`src/hw/tig_pkg.sv`:
```
// Constants and types shared by the transmit gap timer files.
package tig_pkg;

    ////////////////////////////////////////////////////////////////////////
    // Register map
    localparam logic [15:0] TIG_CTRL_OFS     = 16'h0400;
    localparam logic [15:0] TIG_STAT_OFS     = 16'h0404;
    localparam logic [15:0] TIG_GAP_OFS      = 16'h0410;

    // Gap timing fields
    localparam int          TIG_B2B_LSB      = 0;
    localparam int          TIG_FIRST_LSB    = 10;
    localparam int          TIG_TOTAL_LSB    = 20;
    localparam int          TIG_FLD_W        = 10;
    localparam logic [9:0]  TIG_B2B_RST      = 10'h00a;
    localparam logic [9:0]  TIG_FIRST_RST    = 10'h008;
    localparam logic [9:0]  TIG_TOTAL_RST    = 10'h006;

    // Control fields
    localparam int          TIG_SPEED_LSB    = 0;
    localparam int          TIG_HALF_BIT     = 2;
    localparam int          TIG_SERDES_BIT   = 3;
    localparam logic [1:0]  TIG_SPEED_RST    = 2'h0;

    // Status fields
    localparam int          TIG_STATE_LSB    = 0;
    localparam int          TIG_COUNT_LSB    = 2;

    // Hidden overhead added to the back-to-back and total gap settings
    localparam logic [10:0] TIG_COPPER_EXTRA = 11'h004;
    localparam logic [10:0] TIG_SERDES_EXTRA = 11'h00a;
    localparam logic [10:0] TIG_TOTAL_EXTRA  = 11'h006;

    ////////////////////////////////////////////////////////////////////////
    // Timing
    localparam int          TIG_PCLK_NS      = 10;
    localparam int          TIG_MAC_1G_NS    = 8;
    localparam int          TIG_MAC_100M_NS  = 80;
    localparam int          TIG_MAC_10M_NS   = 800;
    localparam int          TIG_CYC_1G       = (TIG_MAC_1G_NS + TIG_PCLK_NS - 1) / TIG_PCLK_NS;
    localparam int          TIG_CYC_100M     = (TIG_MAC_100M_NS + TIG_PCLK_NS - 1) / TIG_PCLK_NS;
    localparam int          TIG_CYC_10M      = (TIG_MAC_10M_NS + TIG_PCLK_NS - 1) / TIG_PCLK_NS;

    localparam int          TIG_CNT_W        = 11;

    typedef enum logic [1:0] {
        TIG_SPD_1G   = 2'h0,
        TIG_SPD_100M = 2'h1,
        TIG_SPD_10M  = 2'h2
    } tig_speed_t;

    typedef enum logic [1:0] {
        TIG_ST_IDLE  = 2'h0,
        TIG_ST_FIRST = 2'h1,
        TIG_ST_REST  = 2'h3
    } tig_state_t;

endpackage

```
`src/hw/tig_cnt_if.sv`:
```
// Interface between the gap timer control and its gap counter.
`timescale 1ns/1ps
interface tig_cnt_if;
    import tig_pkg::*;
    logic                 clear;
    logic                 tick;
    logic [TIG_CNT_W-1:0] target;
    logic [TIG_CNT_W-1:0] count;
    logic                 done;

    modport ctl (output clear, output tick, output target, input count, input done);
    modport cnt (input clear, input tick, input target, output count, output done);
endinterface

```
`src/hw/tig_gap_counter.sv`:
```
// Gap counter: counts MAC clock ticks up to a target, restartable.
`timescale 1ns/1ps
module tig_gap_counter
    import tig_pkg::*;
(
    input  wire logic pclk,
    input  wire logic presetn,
    tig_cnt_if.cnt    cif
);

    logic [TIG_CNT_W-1:0] count_q;

    // Clear wins over a tick; the count parks once it meets the target
    always_ff @(posedge pclk or negedge presetn) begin
        if (!presetn) begin
            count_q <= '0;
        end else if (cif.clear) begin
            count_q <= '0;
        end else if (cif.tick && (count_q != cif.target)) begin
            count_q <= count_q + 11'h001;
        end
    end

    assign cif.count = count_q;
    assign cif.done  = (count_q == cif.target);

endmodule

```
`src/hw/tig_gap_timer.sv`:
```
// Transmit inter-packet gap timer with APB register slave.
//
// The APB interface to the registers was left to the implementer.
`timescale 1ns/1ps
module tig_gap_timer
    import tig_pkg::*;
#(
    parameter int ADDR_W = 16
)
(
    input  wire logic              pclk,
    input  wire logic              presetn,
    input  wire logic              psel,
    input  wire logic              penable,
    input  wire logic              pwrite,
    input  wire logic [ADDR_W-1:0] paddr,
    input  wire logic [31:0]       pwdata,
    output logic      [31:0]       prdata,
    output logic                   pready,
    output logic                   pslverr,
    input  wire logic              tx_end,
    input  wire logic              tx_back_to_back,
    input  wire logic              carrier_sense,
    output logic                   tx_allow,
    output logic                   gap_done
);

    ////////////////////////////////////////////////////////////////////////
    // Declarations
    tig_cnt_if cif ();

    logic [31:0]          prdata_q;
    logic                 pready_q;
    logic                 pslverr_q;
    logic [9:0]           b2b_gap_q;
    logic [9:0]           first_gap_q;
    logic [9:0]           total_gap_q;
    tig_speed_t           speed_q;
    logic                 half_duplex_q;
    logic                 serdes_q;
    logic                 crs_meta_q;
    logic                 crs_sync_q;
    logic [6:0]           div_q;
    logic                 tick_q;
    tig_state_t           state_q;
    tig_state_t           state_d;
    logic [TIG_CNT_W-1:0] target_q;
    logic [TIG_CNT_W-1:0] target_d;
    logic [TIG_CNT_W-1:0] first_q;
    logic                 clear_d;
    logic                 tx_allow_q;
    logic                 gap_done_q;
    logic                 wr_en;
    logic                 rd_setup;
    logic [TIG_CNT_W-1:0] b2b_eff;
    logic [TIG_CNT_W-1:0] total_eff;

    ////////////////////////////////////////////////////////////////////////
    // Functions

    // Pclk cycles per MAC clock; 8 ns rounds up to one 10 ns cycle
    function automatic logic [6:0] mac_cycles(input tig_speed_t spd);
        case (spd)
            TIG_SPD_1G:   mac_cycles = 7'(TIG_CYC_1G);
            TIG_SPD_100M: mac_cycles = 7'(TIG_CYC_100M);
            TIG_SPD_10M:  mac_cycles = 7'(TIG_CYC_10M);
            default:      mac_cycles = 7'(TIG_CYC_1G);
        endcase
    endfunction

    // Register field widened to counter width plus overhead
    function automatic logic [TIG_CNT_W-1:0] add_extra(input logic [9:0] fld, input logic [10:0] extra);
        add_extra = {1'b0, fld} + extra;
    endfunction

    ////////////////////////////////////////////////////////////////////////
    // APB slave

    assign wr_en    = psel && penable && pready_q && pwrite;
    assign rd_setup = psel && !penable && !pwrite;

    // One wait-free access phase: ready is raised right after setup
    always_ff @(posedge pclk or negedge presetn) begin
        if (!presetn) begin
            pready_q  <= 1'b0;
            pslverr_q <= 1'b0;
        end else begin
            pready_q  <= psel && !penable;
            pslverr_q <= psel && !penable && (paddr[15:0] != TIG_CTRL_OFS) &&
                         (paddr[15:0] != TIG_STAT_OFS) && (paddr[15:0] != TIG_GAP_OFS);
        end
    end

    // Read data captured during setup; unmapped reads return zero
    always_ff @(posedge pclk or negedge presetn) begin
        if (!presetn) begin
            prdata_q <= '0;
        end else if (rd_setup) begin
            case (paddr[15:0])
                TIG_GAP_OFS:  prdata_q <= {2'b00, total_gap_q, first_gap_q, b2b_gap_q};
                TIG_CTRL_OFS: prdata_q <= {28'h0, serdes_q, half_duplex_q, speed_q};
                TIG_STAT_OFS: prdata_q <= {19'h0, cif.count, state_q};
                default:      prdata_q <= '0;
            endcase
        end else if (!psel) begin
            prdata_q <= '0;
        end
    end

    // Gap timing register; reserved top bits are not stored
    always_ff @(posedge pclk or negedge presetn) begin
        if (!presetn) begin
            b2b_gap_q   <= TIG_B2B_RST;
            first_gap_q <= TIG_FIRST_RST;
            total_gap_q <= TIG_TOTAL_RST;
        end else if (wr_en && (paddr[15:0] == TIG_GAP_OFS)) begin
            b2b_gap_q   <= pwdata[TIG_B2B_LSB +: TIG_FLD_W];
            first_gap_q <= pwdata[TIG_FIRST_LSB +: TIG_FLD_W];
            total_gap_q <= pwdata[TIG_TOTAL_LSB +: TIG_FLD_W];
        end
    end

    // Link configuration register
    always_ff @(posedge pclk or negedge presetn) begin
        if (!presetn) begin
            speed_q       <= TIG_SPD_1G;
            half_duplex_q <= 1'b0;
            serdes_q      <= 1'b0;
        end else if (wr_en && (paddr[15:0] == TIG_CTRL_OFS)) begin
            speed_q       <= tig_speed_t'(pwdata[TIG_SPEED_LSB +: 2]);
            half_duplex_q <= pwdata[TIG_HALF_BIT];
            serdes_q      <= pwdata[TIG_SERDES_BIT];
        end
    end

    assign prdata  = prdata_q;
    assign pready  = pready_q;
    assign pslverr = pslverr_q;

    ////////////////////////////////////////////////////////////////////////
    // Carrier synchroniser and MAC clock tick

    // Carrier comes from the PHY pins, so two flops before use
    always_ff @(posedge pclk or negedge presetn) begin
        if (!presetn) begin
            crs_meta_q <= 1'b0;
            crs_sync_q <= 1'b0;
        end else begin
            crs_meta_q <= carrier_sense;
            crs_sync_q <= crs_meta_q;
        end
    end

    // Free-running divider; a leftover slow count is cut short so a faster speed takes hold at once
    always_ff @(posedge pclk or negedge presetn) begin
        if (!presetn) begin
            div_q  <= '0;
            tick_q <= 1'b0;
        end else if ((div_q == 7'h00) || (div_q >= mac_cycles(speed_q))) begin
            div_q  <= mac_cycles(speed_q) - 7'h01;
            tick_q <= 1'b1;
        end else begin
            div_q  <= div_q - 7'h01;
            tick_q <= 1'b0;
        end
    end

    ////////////////////////////////////////////////////////////////////////
    // Gap sequencer

    // Effective gaps include the hidden MAC overhead
    assign b2b_eff   = add_extra(b2b_gap_q, serdes_q ? TIG_SERDES_EXTRA : TIG_COPPER_EXTRA);
    assign total_eff = add_extra(total_gap_q, TIG_TOTAL_EXTRA);

    always_comb begin
        state_d  = state_q;
        target_d = target_q;
        clear_d  = 1'b0;
        case (state_q)
            TIG_ST_IDLE: begin
                if (tx_end) begin
                    clear_d = 1'b1;
                    if (tx_back_to_back) begin
                        target_d = b2b_eff;
                        state_d  = TIG_ST_REST;
                    end else begin
                        target_d = total_eff;
                        state_d  = half_duplex_q ? TIG_ST_FIRST : TIG_ST_REST;
                    end
                end
            end
            TIG_ST_FIRST: begin
                if (crs_sync_q) begin
                    clear_d = 1'b1;
                end else if (cif.count >= first_q) begin
                    state_d = TIG_ST_REST;
                end
            end
            TIG_ST_REST: begin
                if (cif.done) begin
                    state_d = TIG_ST_IDLE;
                end
            end
            default: begin
                state_d = TIG_ST_IDLE;
            end
        endcase
    end

    // State, target and first-portion length latched per gap
    always_ff @(posedge pclk or negedge presetn) begin
        if (!presetn) begin
            state_q  <= TIG_ST_IDLE;
            target_q <= '0;
            first_q  <= '0;
        end else begin
            state_q  <= state_d;
            target_q <= target_d;
            if (state_q == TIG_ST_IDLE) begin
                first_q <= {1'b0, first_gap_q};
            end
        end
    end

    // Frame release and completion strobe, registered to the ports
    always_ff @(posedge pclk or negedge presetn) begin
        if (!presetn) begin
            tx_allow_q <= 1'b1;
            gap_done_q <= 1'b0;
        end else begin
            tx_allow_q <= (state_d == TIG_ST_IDLE);
            gap_done_q <= (state_q == TIG_ST_REST) && (state_d == TIG_ST_IDLE);
        end
    end

    assign tx_allow = tx_allow_q;
    assign gap_done = gap_done_q;

    assign cif.clear  = clear_d;
    assign cif.tick   = tick_q;
    assign cif.target = target_d;

    tig_gap_counter u_counter (
        .pclk    (pclk),
        .presetn (presetn),
        .cif     (cif)
    );
endmodule

```
`config.mk`:
```
export PLATFORM = sky130hd
export DESIGN_NAME = tig_gap_timer
export DESIGN_NICKNAME = d
export VERILOG_FILES = /design/src/hw/tig_pkg.sv /design/src/hw/tig_cnt_if.sv /design/src/hw/tig_gap_counter.sv /design/src/hw/tig_gap_timer.sv
export SDC_FILE = /design/constraint.sdc
export NUM_CORES = 1
export LEC_CHECK = 0
export BUFFER_PORTS_ARGS = -buffer_cell sky130_fd_sc_hd__buf_2
export CAP_MARGIN = 20
export CORE_MARGIN = 2
export CORE_UTILIZATION = 38
export CTS_BUF_LIST = sky130_fd_sc_hd__clkbuf_4 sky130_fd_sc_hd__clkbuf_8 sky130_fd_sc_hd__clkbuf_16
export DETAILED_ROUTE_END_ITERATION = 12
export GPL_ROUTABILITY_DRIVEN = 0
export GPL_TIMING_DRIVEN = 0
export SYNTH_ARGS = -nofsm -noshare
export SYNTH_HDL_FRONTEND = slang
export SYNTH_HIERARCHICAL = 1
export SYNTH_SLANG_ARGS = --single-unit
export TNS_END_PERCENT = 50
```
`constraint.sdc`:
```
create_clock -name pclk -period 3.3 [get_ports pclk]
set_input_delay 0.165 -clock pclk [delete_from_list [all_inputs] [get_ports pclk]]
set_output_delay 0.165 -clock pclk [all_outputs]
set_load 0.05 [all_outputs]
```
==> run summary, run 1 <==
The flow ran to the end, and the final reports show no timing, DRC or antenna violations. In this run the power density over the cells is 578 nW/um^2. The sequential cell fraction of total power was 41.5%. Final period utilization: 97.6%. The path with the worst hold slack has its endpoint at total_gap_q[2]. Of the total power, the share spent switching nets is 34.2%. The number of synthesized flops with an enable pin came out at 0. The area share of the largest cell type after synthesis is 47.5%, and the critical path data arrival time is 3480 ps. Of all flip-flops after synthesis, the portion carrying an async set or reset was 100%. For this run, the slowest stage of the critical path takes 490 ps. The clock period could shrink to 3220 ps. The count of input and output buffers was 85; the clock network power share was 27.4%.

Entering global routing, the biggest net connects 71 pins. Total leakage power: 3.23 nW. The leading area contributor after synthesis is sky130_fd_sc_hd__dfrtp_1. The fraction of final layout cells with drive strength greater than 1 is 30.4%. The die covers 15700 sq um. The first global-routing pass estimated 22000 microns of wire.

In this run the cell area measured after placement is 6280 sq um. In the final design database the tool counted 692 nets. The run gives 4351 as the via count of the first global-routing pass.

In the final routed layout, each cell accounts on average for 17.5 microns. From left edge to right edge, the die measures 125 microns. The mean number of vias per cell was 5.36; the count of final max-slew check failures was 0. The design draws 3.90 mW. The worst path required time is 3560 ps, and the H-tree depth is 3. The logs give 5590 sq um for the post-synth design cell area and 44 for the number of rows created at floorplan. After global routing the overflow that remains totals 0.

The prevailing post-synth register cell is sky130_fd_sc_hd__dfrtp_1. The worst setup path is of the register to register kind. The half-perimeter wire length after placement was 10100 microns. The commonest non-fill, non-tap cell in the layout is sky130_fd_sc_hd__dfrtp_1.

For this run, the top clock speed supported by timing is 311 MHz. The logs give 51.8% for the worst slew margin relative to its limit and 7.96 ps for the clock tree skew after final layout. The setup violation total in the final timing report is 0, and the depth of the most critical reg-to-reg path is 13. The internal power of the cells totals 2.57 mW. The tools report the number of diodes added for antenna fixing as 0.

The run gives 7 as the number of detailed-routing iterations run before antenna repair. After synthesis, the cell types taking the most area are sky130_fd_sc_hd__dfrtp_1, sky130_fd_sc_hd__mux2_2, sky130_fd_sc_hd__ha_1. The mean cell area of the mapped netlist is 11.1 sq um, and the die height is 125 microns. The top cell types in the final layout, fill and taps aside, are sky130_fd_sc_hd__dfrtp_1, sky130_fd_sc_hd__buf_2, sky130_fd_sc_hd__nand2_1. The synthesized design contains 112 register bits.

Summing over every cut layer, the via total after detailed routing is 4295. Synthesis produced a netlist whose cell count is 505. The run gives 0 as the count of final hold-check violations. In this run the critical register-to-register path is captured at u_counter/cif.count[6].

Of all nets on the critical path, the largest fanout is 5. The all-layer global routing usage was 17.6%; the core box area was 14400 sq um. The critical path goes through ha_2, fa_1, and2_1, o21ai_2, nor2_1, xnor2_1, o221ai_2, xnor2_1, nand4_2, o31ai_4, buf_4, or4_1, a21oi_1.

Setup repair after global routing could not meet its margin everywhere. The worst hold path class is primary input to register. The worst hold path begins at pwdata[22]. Cell with the biggest individual delay on the critical path: sky130_fd_sc_hd__or4_1. The initial DRC count is 284.

Clock transition time at the flip-flop clock pins of the worst setup and hold paths: 70 ps. The category of the worst setup path launch point was a register. At the end of the flow the core is filled with cells to 46.8%. Summed over all nets, the switching power comes to 1.33 mW. The tools report the CTS sink count as 112. The setup check on the worst reg-to-reg path leaves a slack of 80 ps. The instance count along the most critical hold path was 3; the number of buffers on the longest clock path was 2. The sequential share of the synthesized area was 50.3%.

The signed area change from the synthesized netlist to the final layout is 20.7%. Post-detailed-route DRC marker count: 0. At the pin with the least slew margin, the transition time is 705 ps. Clock latency on the worst-skew pair, taken at its later pin, is 350 ps. Post-detailed-route count of antenna-violating nets: 0. The tools report the kind of end point of the critical path as a register. The effective utilization at floorplan was 38.7%.

The number of different library cells used by synthesis comes to 62. The count of cells in the finished layout, fillers not included, comes to 802. The finished cells cover 6740 sq um.

In this run the clock root is driven by a sky130_fd_sc_hd__clkbuf_16. The start of the worst register-to-register path was serdes_q. The number of warnings printed during yosys synthesis was 6.

For this block, the routed nets add up to 14000 microns of wire. Per report_power, the combinational group accounts for 31.1% of the total. TritonCTS built the clock tree.

The tool flagged a number of max-cap violations equal to 0. Dominant cell type by count on the critical path: sky130_fd_sc_hd__xnor2_1. After detailed placement, the design holds a cell count of 776.

The number of top-level design ports came out at 92. The peak supply drop was 244 uV; the number of buffers added by the clock tree synthesis step was 9. The run gives 0 as the initial antenna violation count.
[cells in the mapped netlist (6+ instances only)]
library cell	instances
sky130_fd_sc_hd__clkbuf_1	11
sky130_fd_sc_hd__dfstp_2	6
sky130_fd_sc_hd__mux2i_1	7
sky130_fd_sc_hd__nand2_1	40
sky130_fd_sc_hd__nand3_1	8
sky130_fd_sc_hd__inv_1	31
sky130_fd_sc_hd__a222oi_1	8
sky130_fd_sc_hd__xnor2_1	25
sky130_fd_sc_hd__ha_1	22
sky130_fd_sc_hd__dfrtp_1	106
sky130_fd_sc_hd__o21ai_0	39
sky130_fd_sc_hd__nor3_1	6
sky130_fd_sc_hd__a21oi_1	16
sky130_fd_sc_hd__mux2_2	32
sky130_fd_sc_hd__a22o_1	22
sky130_fd_sc_hd__a211oi_1	6
sky130_fd_sc_hd__nor2_1	24
[sequential cells by signal, indices dropped and copies added, names as in the netlist, 7 cells and up]
register,cells
target_q,11
b2b_gap_q,10
div_q,7
first_q,10
prdata,30
total_gap_q,10
first_gap_q,10
u_counter/cif.count,11
[per-layer routing]
layer  up-vias  global-route usage (%)  share of wire (%)
li1       2043                       -                  -
met1      2142                    22.3                 43
met2        95                    30.9                 52
met3        15                    3.04                3.9
met4         0                    5.16                1.2
met5         -                       0                  0
[cells by family (layout without fill, tap and decap cells)]
group | count (synthesis) | in the layout | share of synthesized area (%)
AO/OA/AOI/OAI | 119 | 119 | 15.1
XOR/XNOR | 29 | 29 | 4.55
adder cells (fa/ha/maj) | 23 | 23 | 5.28
buffers and inverters | 52 | 164 | 4.23
flip-flops | 112 | 112 | 50.3
multiplexers | 42 | 42 | 8.31
other | 1 | 2 | 0.0671
AND/OR/NAND/NOR | 127 | 127 | 12.2
[final cells by class]
cell class,count,area [sq um]
Fill cell,1328,7680
Buffer,21,120
Tap cell,184,230
Timing Repair Buffer,96,536
Clock inverter,5,41.3
Multi-Input combinational cell,342,2640
Clock buffer,11,246
Inverter,31,116
Sequential cell,112,2810
[worst max-delay path: cells and delay by family (launching register included)]
family / cells / cell delay, ps
DFF: 1 / 430
buffers and inverters: 1 / 160
and+or+nand+nor: 4 / 880
AOI/OAI and AO/OA: 4 / 650
xor gates and xnor gates: 2 / 410
adders and majority gates: 2 / 610
[worst max-delay path by stage]
| stage | start | endpoint | slack, ps | cells past startpoint |
|---|---|---|---|---|
| after floorplan | speed_q[0] | div_q[6] | 150 | 12 |
| after global placement | serdes_q | u_counter/cif.count[1] | -210 | 13 |
| after detailed placement | speed_q[0] | div_q[6] | -310 | 12 |
| after CTS | serdes_q | u_counter/cif.count[6] | 30 | 13 |
| after global routing | serdes_q | u_counter/cif.count[5] | -60 | 13 |
| final | serdes_q | u_counter/cif.count[6] | 80 | 13 |
[power groups by stage]
stage	clock network, mW	registers (mW)	logic [mW]
6_report	1.07	1.62	1.21
5_1_grt	1.15	1.63	1.34
3_3_place_gp	0	1.63	0.968
3_5_place_dp	0	1.64	1.02
2_1_floorplan	0	1.63	0.734
4_1_cts	1.08	1.62	1.09
[through the flow]
stage / hold slack (ps) / setup WS (ps) / setup TNS, ps
final: 32.5 / 80.6 / 0
after global routing: 26.2 / -55.8 / -104
after CTS: 25.8 / 33.1 / 0
after detailed placement: 196 / -308 / -2700
after global placement: 277 / -212 / -1790
after floorplan: -131 / 147 / 0
[timing repair]
action / in CTS / in global routing
buffers inserted: 3 / 5
hold buffers: 2 / 0
gates resized for setup: 6 / 18
pin swaps: 2 / 12
setup endpoints to repair: 15 / 16
endpoints found under the hold margin: 42 / 0
Power figures use the tool's default switching activity.
==> inputs of run 2 (changes only) <==
--- a/config.mk
+++ b/config.mk
@@ -5,6 +5,7 @@
 export SDC_FILE = /design/constraint.sdc
 export NUM_CORES = 1
 export LEC_CHECK = 0
+export ABC_AREA = 1
 export BUFFER_PORTS_ARGS = -buffer_cell sky130_fd_sc_hd__buf_2
 export CAP_MARGIN = 20
 export CORE_MARGIN = 2
==> run summary, run 2 <==
The library cells used most frequently in the layout, excluding fill and tap cells, are sky130_fd_sc_hd__nand2_1, sky130_fd_sc_hd__dfrtp_1, sky130_fd_sc_hd__buf_2. For the filler cell count in the final layout, the log shows 1641 (+24%). The largest family of logic cells by synthesized area was simple AND/OR/NAND/NOR gates.

The critical path data arrival time is 3370 ps (-110 ps). The count of mapped cells out of synthesis is 786 (+56%), and the CTS sink count is 112 (unchanged). Clock tree skew after final layout: 14.7 ps (+6.76 ps).

The number of synthesized flops with an enable pin is 0 (unchanged). The commonest non-fill, non-tap cell in the layout is sky130_fd_sc_hd__nand2_1. The setup violation total in the final timing report is 0 (unchanged), and the first-pass GRT wire length is 26900 microns (+23%). The worst hold path endpoint is total_gap_q[2]. The logs give 0 ps (unchanged) for the final sum of negative setup slack and 9 (unchanged) for the number of buffers added by the clock tree synthesis step.

The core box area is 15800 sq um (+9.7%). The prevailing post-synth register cell was sky130_fd_sc_hd__dfrtp_1. The via count of the routed design is 5317 (+24%), and the top fanout value on the critical path is 10 (+5). Worst hold path class: primary input to register. The final period demand of the worst path was 3110 ps (-110 ps). Total wirelength of the detailed-routed design: 16300 microns (+16%).

The leading area contributor after synthesis is sky130_fd_sc_hd__dfrtp_1. The tools report the start of the worst register-to-register path as b2b_gap_q[1]. The worst slew margin relative to its limit was 58.5% (+6.7 points); the sequential share of the synthesized area was 45.9% (-4.4 points). The worst-case register-to-register setup slack was 190 ps (+110 ps).

The clock transition time at the flip-flop clock pins of the worst setup and hold paths was 80 ps (about the same). The run gives 0 (unchanged) as the count of final hold-check violations. The all-layer global routing usage came out at 20.6% (+3.0 points).

The endpoint identified for the worst register-to-register timing path is state_q[1]. The die height was 131 microns (+4.6%); the cell area reported after detailed placement was 6870 sq um (+9.4%). The xor and xnor area share after synthesis came out at 2.29% (-2.3 points).

The run gives 92 (unchanged) as the number of top-level design ports. The tools report the initial DRC count as 338 (+19%). The share of synthesized area spent on multiplexers is 0.184% (-8.1 points). The tools report the worst setup margin as 190 ps (+110 ps). The run gives 0 (unchanged) as the reported max-cap violation count.

Number of detailed-routing iterations run before antenna repair: 4 (-3). The logs give 6 (unchanged) for the number of warnings printed during yosys synthesis and 972 (+40%) for the number of nets at the end of the flow. Counting instances in the post-synthesis netlist gives the leading cell types as sky130_fd_sc_hd__nand2_1, sky130_fd_sc_hd__dfrtp_1, sky130_fd_sc_hd__inv_1, sky130_fd_sc_hd__nand3_1, sky130_fd_sc_hd__nor2_1. The complex-gate fraction of the synthesized area is 7.90% (-7.2 points), and the area taken by multi-input logic gates is 2810 sq um (+6.4%). The mean cell area of the mapped netlist works out to 7.80 sq um (-30%). The remaining global-route overflow was 0 (unchanged). The count of input and output buffers is 86 (+1.2%). H-tree depth: 3 (unchanged). The latest clock arrival within the worst-skew pair was 370 ps (+20 ps); the signed area change from the synthesized netlist to the final layout was 19.4%. The mean number of vias per cell is 4.77 (-11%), and the area share of and/or/nand/nor cells after synthesis is 29.6% (+17 points). In the post-synthesis netlist, the biggest area contributors are sky130_fd_sc_hd__dfrtp_1, sky130_fd_sc_hd__nand2_1, sky130_fd_sc_hd__inv_1.

The number of flip-flops in the largest register was 30 (unchanged). Setup repair after global routing left no endpoint under its margin. The run gives 6130 sq um (+9.7%) as the post-synth design cell area. The kind of end point of the critical path was a register.

The post-detailed-route count of antenna-violating nets is 0 (unchanged). The depth of the most critical reg-to-reg path works out to 18 (+5). The tools report the worst path required time as 3560 ps (about the same).

For the via count of the first global-routing pass, the log shows 5265 (+21%). In this run the most critical hold path is launched from pwdata[22]. TritonCTS built the clock tree. For the post-placement cell count, the log shows 1090 (+40%).

For the post-route core utilization, the log shows 46.2% (-0.51 points). For the number of diodes added for antenna fixing, the log shows 0 (unchanged). The async set-reset flop share out of synthesis works out to 100% (unchanged).

The tools report the peak supply drop as 393 uV (+61%). The logs give 2810 sq um (about the same) for the sequential cell area and 38.7% (about the same) for the effective utilization at floorplan. Master cell of the clock root buffer: sky130_fd_sc_hd__clkbuf_16. The number of rows created at floorplan was 46 (+4.5%); the die width was 131 microns (+4.6%).

The area share of the largest cell type after synthesis is 43.3% (-4.2 points), and the transition time at the pin with the least slew margin is 621 ps (-83.3 ps). The post-detailed-route DRC marker count is 0 (unchanged). The run gives 12.5 ps (+320 ps) as the pre-CTS setup slack. Most instantiated library cell after synthesis: sky130_fd_sc_hd__nand2_1. The initial antenna violation count is 0 (unchanged). The flow ran to the end, and the final reports show no timing, DRC or antenna violations. The fmax is 322 MHz (+3.5%). The number of different library cells in the post-synthesis netlist is 43 (-31%), and the half-perimeter wire length after placement is 12200 microns (+20%). The count of state elements after synthesis is 112 (unchanged). Pin count of the biggest net entering global routing: 96 (+35%). The count of final max-slew check failures was 0 (unchanged). The instance count along the most critical hold path is 3 (unchanged), and the fraction of final layout cells with drive strength greater than 1 is 20.0% (-10 points). The total leakage power was 3.87 nW (+20%); the post-synthesis share of cell area spent on full adders, half adders and majority gates was 4.82% (-0.47 points). The power per unit of standard cell area came out at 556 nW/um^2 (-3.8%). The critical path is of the register to register type.

The routed wire length per instance was 14.6 microns (-17%); the final standard cell area without fillers was 7320 sq um (+8.5%). The tools report the category of the worst setup path launch point as a register. The worst slack on hold paths is 17.7 ps (-14.9 ps), and the number of buffers on the longest clock path is 2 (unchanged). The critical path starts at b2b_gap_q[1].

The non-filler instance count after layout was 1114 (+39%). The run gives 17200 sq um (+9.4%) as the floorplan die area. The power after layout is 4.07 mW (+4.4%), and the final period utilization is 94.2% (-3.3 points).
run 2: changes by cell type in the layout (fill, tap and decap cells not counted), moves of 16 or more:
cell	before	now
sky130_fd_sc_hd__a22o_1	22	0
sky130_fd_sc_hd__nand2_1	40	258
sky130_fd_sc_hd__inv_1	30	95
sky130_fd_sc_hd__nor2_1	24	40
sky130_fd_sc_hd__nand3_1	8	68
sky130_fd_sc_hd__mux2_2	32	1
sky130_fd_sc_hd__xnor2_1	25	7
run 2: area by class of cell:
| type | count | area share, % |
|---|---|---|
| Tap cell | 216 | 3.69 |
| Buffer | 31 | 2.82 |
| Timing Repair Buffer | 95 | 7.30 |
| Multi-Input combinational cell | 546 | 38.4 |
| Clock inverter | 7 | 1.21 |
| Sequential cell | 112 | 38.4 |
| Clock buffer | 9 | 3.08 |
| Inverter | 98 | 5.04 |
run 2: kinds of logic (layout without fill, tap and decap cells):
group	Yosys count	in the layout
AOI/OAI and AO/OA	82	82
xor gates and xnor gates	16	16
adders and majority gates	23	23
buffers and inverters	129	240
DFF	112	112
muxes	1	1
other	1	2
and+or+nand+nor	422	422
run 2: what timing repair did:
action	4_1_cts	5_1_grt
setup endpoints to repair	0	3
hold endpoints to repair	20	0
resized for setup	0	19
hold buffers	4	0
buffers inserted	0	4
run 2: worst max-delay path by stage:
stage | endpoint | slack [ps] | cells after the start
6_report | state_q[1] | 190 | 18
5_1_grt | state_q[1] | 2 | 20
4_1_cts | state_q[1] | 8 | 20
3_5_place_dp | state_q[1] | 10 | 20
3_3_place_gp | state_q[0] | 60 | 20
2_1_floorplan | state_q[1] | 460 | 19
run 2: report_power, final:
part | switching (mW) | internal [mW]
Clock | 0.545 | 0.606
Combinational | 0.824 | 0.465
Sequential | 0.103 | 1.53
Total | 1.47 | 2.60
run 2: critical path: stages, from the launching register on:
cell and delay, ps:
sky130_fd_sc_hd__dfstp_2 580, sky130_fd_sc_hd__ha_4 150, sky130_fd_sc_hd__fa_2 220, sky130_fd_sc_hd__nand2_1 70, sky130_fd_sc_hd__a21oi_2 190, sky130_fd_sc_hd__buf_4 140, sky130_fd_sc_hd__xor2_1 150, sky130_fd_sc_hd__nand2_1 70
sky130_fd_sc_hd__a31oi_1 240, sky130_fd_sc_hd__nand2_1 90, sky130_fd_sc_hd__nand2_1 80, sky130_fd_sc_hd__nand2_1 60, sky130_fd_sc_hd__nor2_2 100, sky130_fd_sc_hd__nand3_2 100, sky130_fd_sc_hd__buf_6 160, sky130_fd_sc_hd__inv_1 80
sky130_fd_sc_hd__nor3_1 70, sky130_fd_sc_hd__or2_2 300, sky130_fd_sc_hd__o21bai_1 150
run 2: routing by layer:
layer	wire [microns]	global-route usage, %	vias to the layer above
met4	246	6.07	0
met5	0	0	-
li1	-	-	2720
met1	7930	29.5	2440
met2	7180	32.0	142
met3	895	3.42	15
==> inputs of run 3 (changes only) <==
==> constraint.sdc (replaced) <==
create_clock -name pclk -period 3.5 [get_ports pclk]
set_input_delay 0.175 -clock pclk [delete_from_list [all_inputs] [get_ports pclk]]
set_output_delay 0.175 -clock pclk [all_outputs]
set_load 0.05 [all_outputs]
==> run summary, run 3 (synthesis results as in run 2) <==
The tools report the floorplan die area as 17200 sq um (unchanged). The library cells used most frequently in the layout, excluding fill and tap cells, are sky130_fd_sc_hd__nand2_1, sky130_fd_sc_hd__dfrtp_1, sky130_fd_sc_hd__buf_2. The count of final hold-check violations was 0 (unchanged); the number of nets at the end of the flow was 968 (-0.41%). The power per unit of standard cell area is 527 nW/um^2 (-5.3%). The reported max-cap violation count is 0 (unchanged). The delay of the slowest cell on the worst path was 550 ps (-30 ps); the critical path data arrival time was 3500 ps (+130 ps).

The cell area reported after detailed placement came out at 6870 sq um (unchanged). The worst path required time was 3760 ps (+200 ps); the die width was 131 microns (unchanged). The run gives 7260 sq um (-0.84%) as the final standard cell area without fillers.

The tools report the via count of the routed design as 5288 (-0.55%). The mean number of vias per cell works out to 4.76 (-0.19%). The clock network power share is 28.4% (about the same), and the initial antenna violation count is 0 (unchanged). The total wirelength of the detailed-routed design is 16200 microns (-0.42%), and the non-filler instance count after layout is 1110 (-0.36%). Commonest non-fill, non-tap cell in the layout: sky130_fd_sc_hd__nand2_1.

The number of rows created at floorplan was 46 (unchanged); the final sum of negative setup slack was 0 ps (unchanged). The all-layer global routing usage came out at 20.5% (-0.026 points). The tools report the kind of end point of the critical path as a register.

In this run the worst hold path is classified as primary input to register. For the post-detailed-route count of antenna-violating nets, the log shows 0 (unchanged). The internal power came out at 2.45 mW (-5.9%). The setup path with the least slack is of type register to register. In this run the critical register-to-register path is launched from b2b_gap_q[1]. For the setup violation total in the final timing report, the log shows 0 (unchanged).

The critical path goes through ha_1, fa_2, nand2_1, a21oi_2, buf_4, xor2_1, nand2_1, a31oi_1, nand2_1, nand2_1, nand2_1, nor2_1, nand3_2, buf_4, inv_1, nor3_1, or2_2, o21bai_1. The worst slew margin relative to its limit is 59.0% (+0.49 points), and the count of final max-slew check failures is 0 (unchanged). TritonCTS built the clock tree.

The part of the total power dissipated in combinational logic is 31.4% (-0.3 points). The worst hold path terminates at first_gap_q[3]. Among all stages on the critical path, the largest delay is contributed by sky130_fd_sc_hd__dfstp_2. Net switching component of the power: 1.38 mW (-6.4%). The dominant cell type by count on the critical path is sky130_fd_sc_hd__nand2_1.

Number of buffers added by the clock tree synthesis step: 9 (unchanged). The tools report the number of top-level design ports as 92 (unchanged). The run gives 112 (unchanged) as the CTS sink count. The post-placement cell count was 1090 (unchanged); the fraction of final layout cells with drive strength greater than 1 was 19.4% (-0.69 points).

The routed wire length per instance is 14.6 microns (about the same), and the instance count along the most critical hold path is 3 (unchanged). The number of diodes added for antenna fixing is 0 (unchanged), and the clock transition time at the flip-flop clock pins of the worst setup and hold paths is 80 ps (about the same). Final period demand of the worst path: 3250 ps (+136 ps). The top fanout value on the critical path works out to 10 (unchanged).

Category of the worst setup path launch point: a register. The beginning of the worst hold path is pwdata[13]. The via count of the first global-routing pass was 5247 (-0.34%); the clock tree skew after final layout was 13.8 ps (-0.928 ps). The half-perimeter wire length after placement came out at 12200 microns (unchanged).

Depth of the most critical reg-to-reg path: 18 (unchanged). The endpoint of the worst-slack reg-to-reg timing path is state_q[1]. The signed area change from the synthesized netlist to the final layout is 18.4%, and the peak supply drop is 371 uV (-5.6%). For the remaining global-route overflow, the log shows 0 (unchanged). The H-tree depth is 3 (unchanged), and the number of flip-flops in the largest register is 30 (unchanged). The logs give 1645 (+0.24%) for the filler cell count in the final layout and 40.3% (+0.2 points) for the sequential cell fraction of total power. The post-detailed-route DRC marker count was 0 (unchanged). Latest clock arrival within the worst-skew pair: 370 ps (about the same). For the total leakage power, the log shows 3.85 nW (-0.42%). The first-pass GRT wire length is 26900 microns (-0.15%), and the transition time at the pin with the least slew margin is 614 ps (-7.28 ps). The die height is 131 microns (unchanged), and the initial DRC count is 315 (-6.8%).

The number of buffers on the longest clock path is 2 (unchanged), and the switching share of power is 36.0% (-0.12 points). The pin count of the biggest net entering global routing is 96 (unchanged), and the count of input and output buffers is 86 (unchanged). The final period utilization is 92.7% (-1.5 points), and the effective utilization at floorplan is 38.7% (unchanged). The run finished with clean final reports. The logs give 250 ps (+60 ps) for the worst-case register-to-register setup slack and 45.9% (-0.39 points) for the post-route core utilization. Setup repair after global routing left no endpoint under its margin. The logs give 4 (unchanged) for the number of detailed-routing iterations run before antenna repair and 308 MHz (-4.2%) for the fmax. The core box area was 15800 sq um (unchanged).

CTS placed an instance of sky130_fd_sc_hd__clkbuf_16 at the clock tree root. The worst path buffer plus inverter count came out at 3 (unchanged). Critical path's top delay family: simple AND/OR/NAND/NOR gates.
-- run 3: cell types whose count changed in the layout (fill, tap and decap cells not counted), sizes merged --
cell / delta
buf: -3
dlygate4sd3: -1
-- run 3: timing repair --
item,in CTS,in global routing
endpoints found under the hold margin,19,0
setup buffers,0,1
gates resized for setup,0,11
hold buffers,3,0
setup endpoints to repair,0,3
-- run 3: cell type report --
type	count	area, sq um	area share, %
clock inverters	7	88.8	1.22
plain buffers	31	203	2.79
inverters	98	369	5.09
multi-input cells	546	2790	38.4
repair buffers	91	502	6.91
well taps	216	270	3.72
flip-flops and latches	112	2810	38.7
clock buffers	9	225	3.10
-- run 3: worst max path at each step --
| stage | start | end | slack [ps] | cells after the start |
|---|---|---|---|---|
| 2_1_floorplan | b2b_gap_q[1] | state_q[1] | 660 | 19 |
| 3_3_place_gp | b2b_gap_q[1] | state_q[0] | 260 | 20 |
| 3_5_place_dp | b2b_gap_q[1] | state_q[1] | 210 | 20 |
| 4_1_cts | b2b_gap_q[1] | state_q[1] | 210 | 20 |
| 5_1_grt | b2b_gap_q[1] | state_q[1] | 30 | 20 |
| 6_report | b2b_gap_q[1] | state_q[1] | 250 | 18 |
-- run 3: metal layers --
metal	part of all wire, %	GRT usage, %	routed length (microns)
met5	0	0	0
met4	1.4	6.07	231
met3	4.9	3.42	798
met2	44	31.9	7160
met1	49	29.5	8000
-- run 3: through the flow --
step | setup slack [ps] | power [mW] | hold WS [ps]
floorplan | 656 | 2.43 | -121
global placement | 264 | 2.73 | 293
detailed placement | 212 | 2.76 | 30.3
CTS | 208 | 3.86 | 6.11
global route | 28.9 | 4.08 | 26.7
finish | 254 | 3.82 | 19.5
-- run 3: worst register-to-register path, cell delays in order, from the launching register on --
cell and delay, ps:
sky130_fd_sc_hd__dfstp_2 550, sky130_fd_sc_hd__ha_1 200, sky130_fd_sc_hd__fa_2 230, sky130_fd_sc_hd__nand2_1 70
sky130_fd_sc_hd__a21oi_2 190, sky130_fd_sc_hd__buf_4 140, sky130_fd_sc_hd__xor2_1 150, sky130_fd_sc_hd__nand2_1 70
sky130_fd_sc_hd__a31oi_1 240, sky130_fd_sc_hd__nand2_1 90, sky130_fd_sc_hd__nand2_1 80, sky130_fd_sc_hd__nand2_1 50
sky130_fd_sc_hd__nor2_1 120, sky130_fd_sc_hd__nand3_2 140, sky130_fd_sc_hd__buf_4 210, sky130_fd_sc_hd__inv_1 80
sky130_fd_sc_hd__nor3_1 70, sky130_fd_sc_hd__or2_2 300, sky130_fd_sc_hd__o21bai_1 150
-- run 3: power by group through the flow --
stage               clock network (mW)  logic [mW]  registers (mW)
floorplan                            0       0.874            1.56
global placement                     0        1.17            1.56
detailed placement                   0        1.19            1.56
CTS                               1.12        1.20            1.54
global route                      1.17        1.36            1.55
finish                            1.08        1.20            1.54
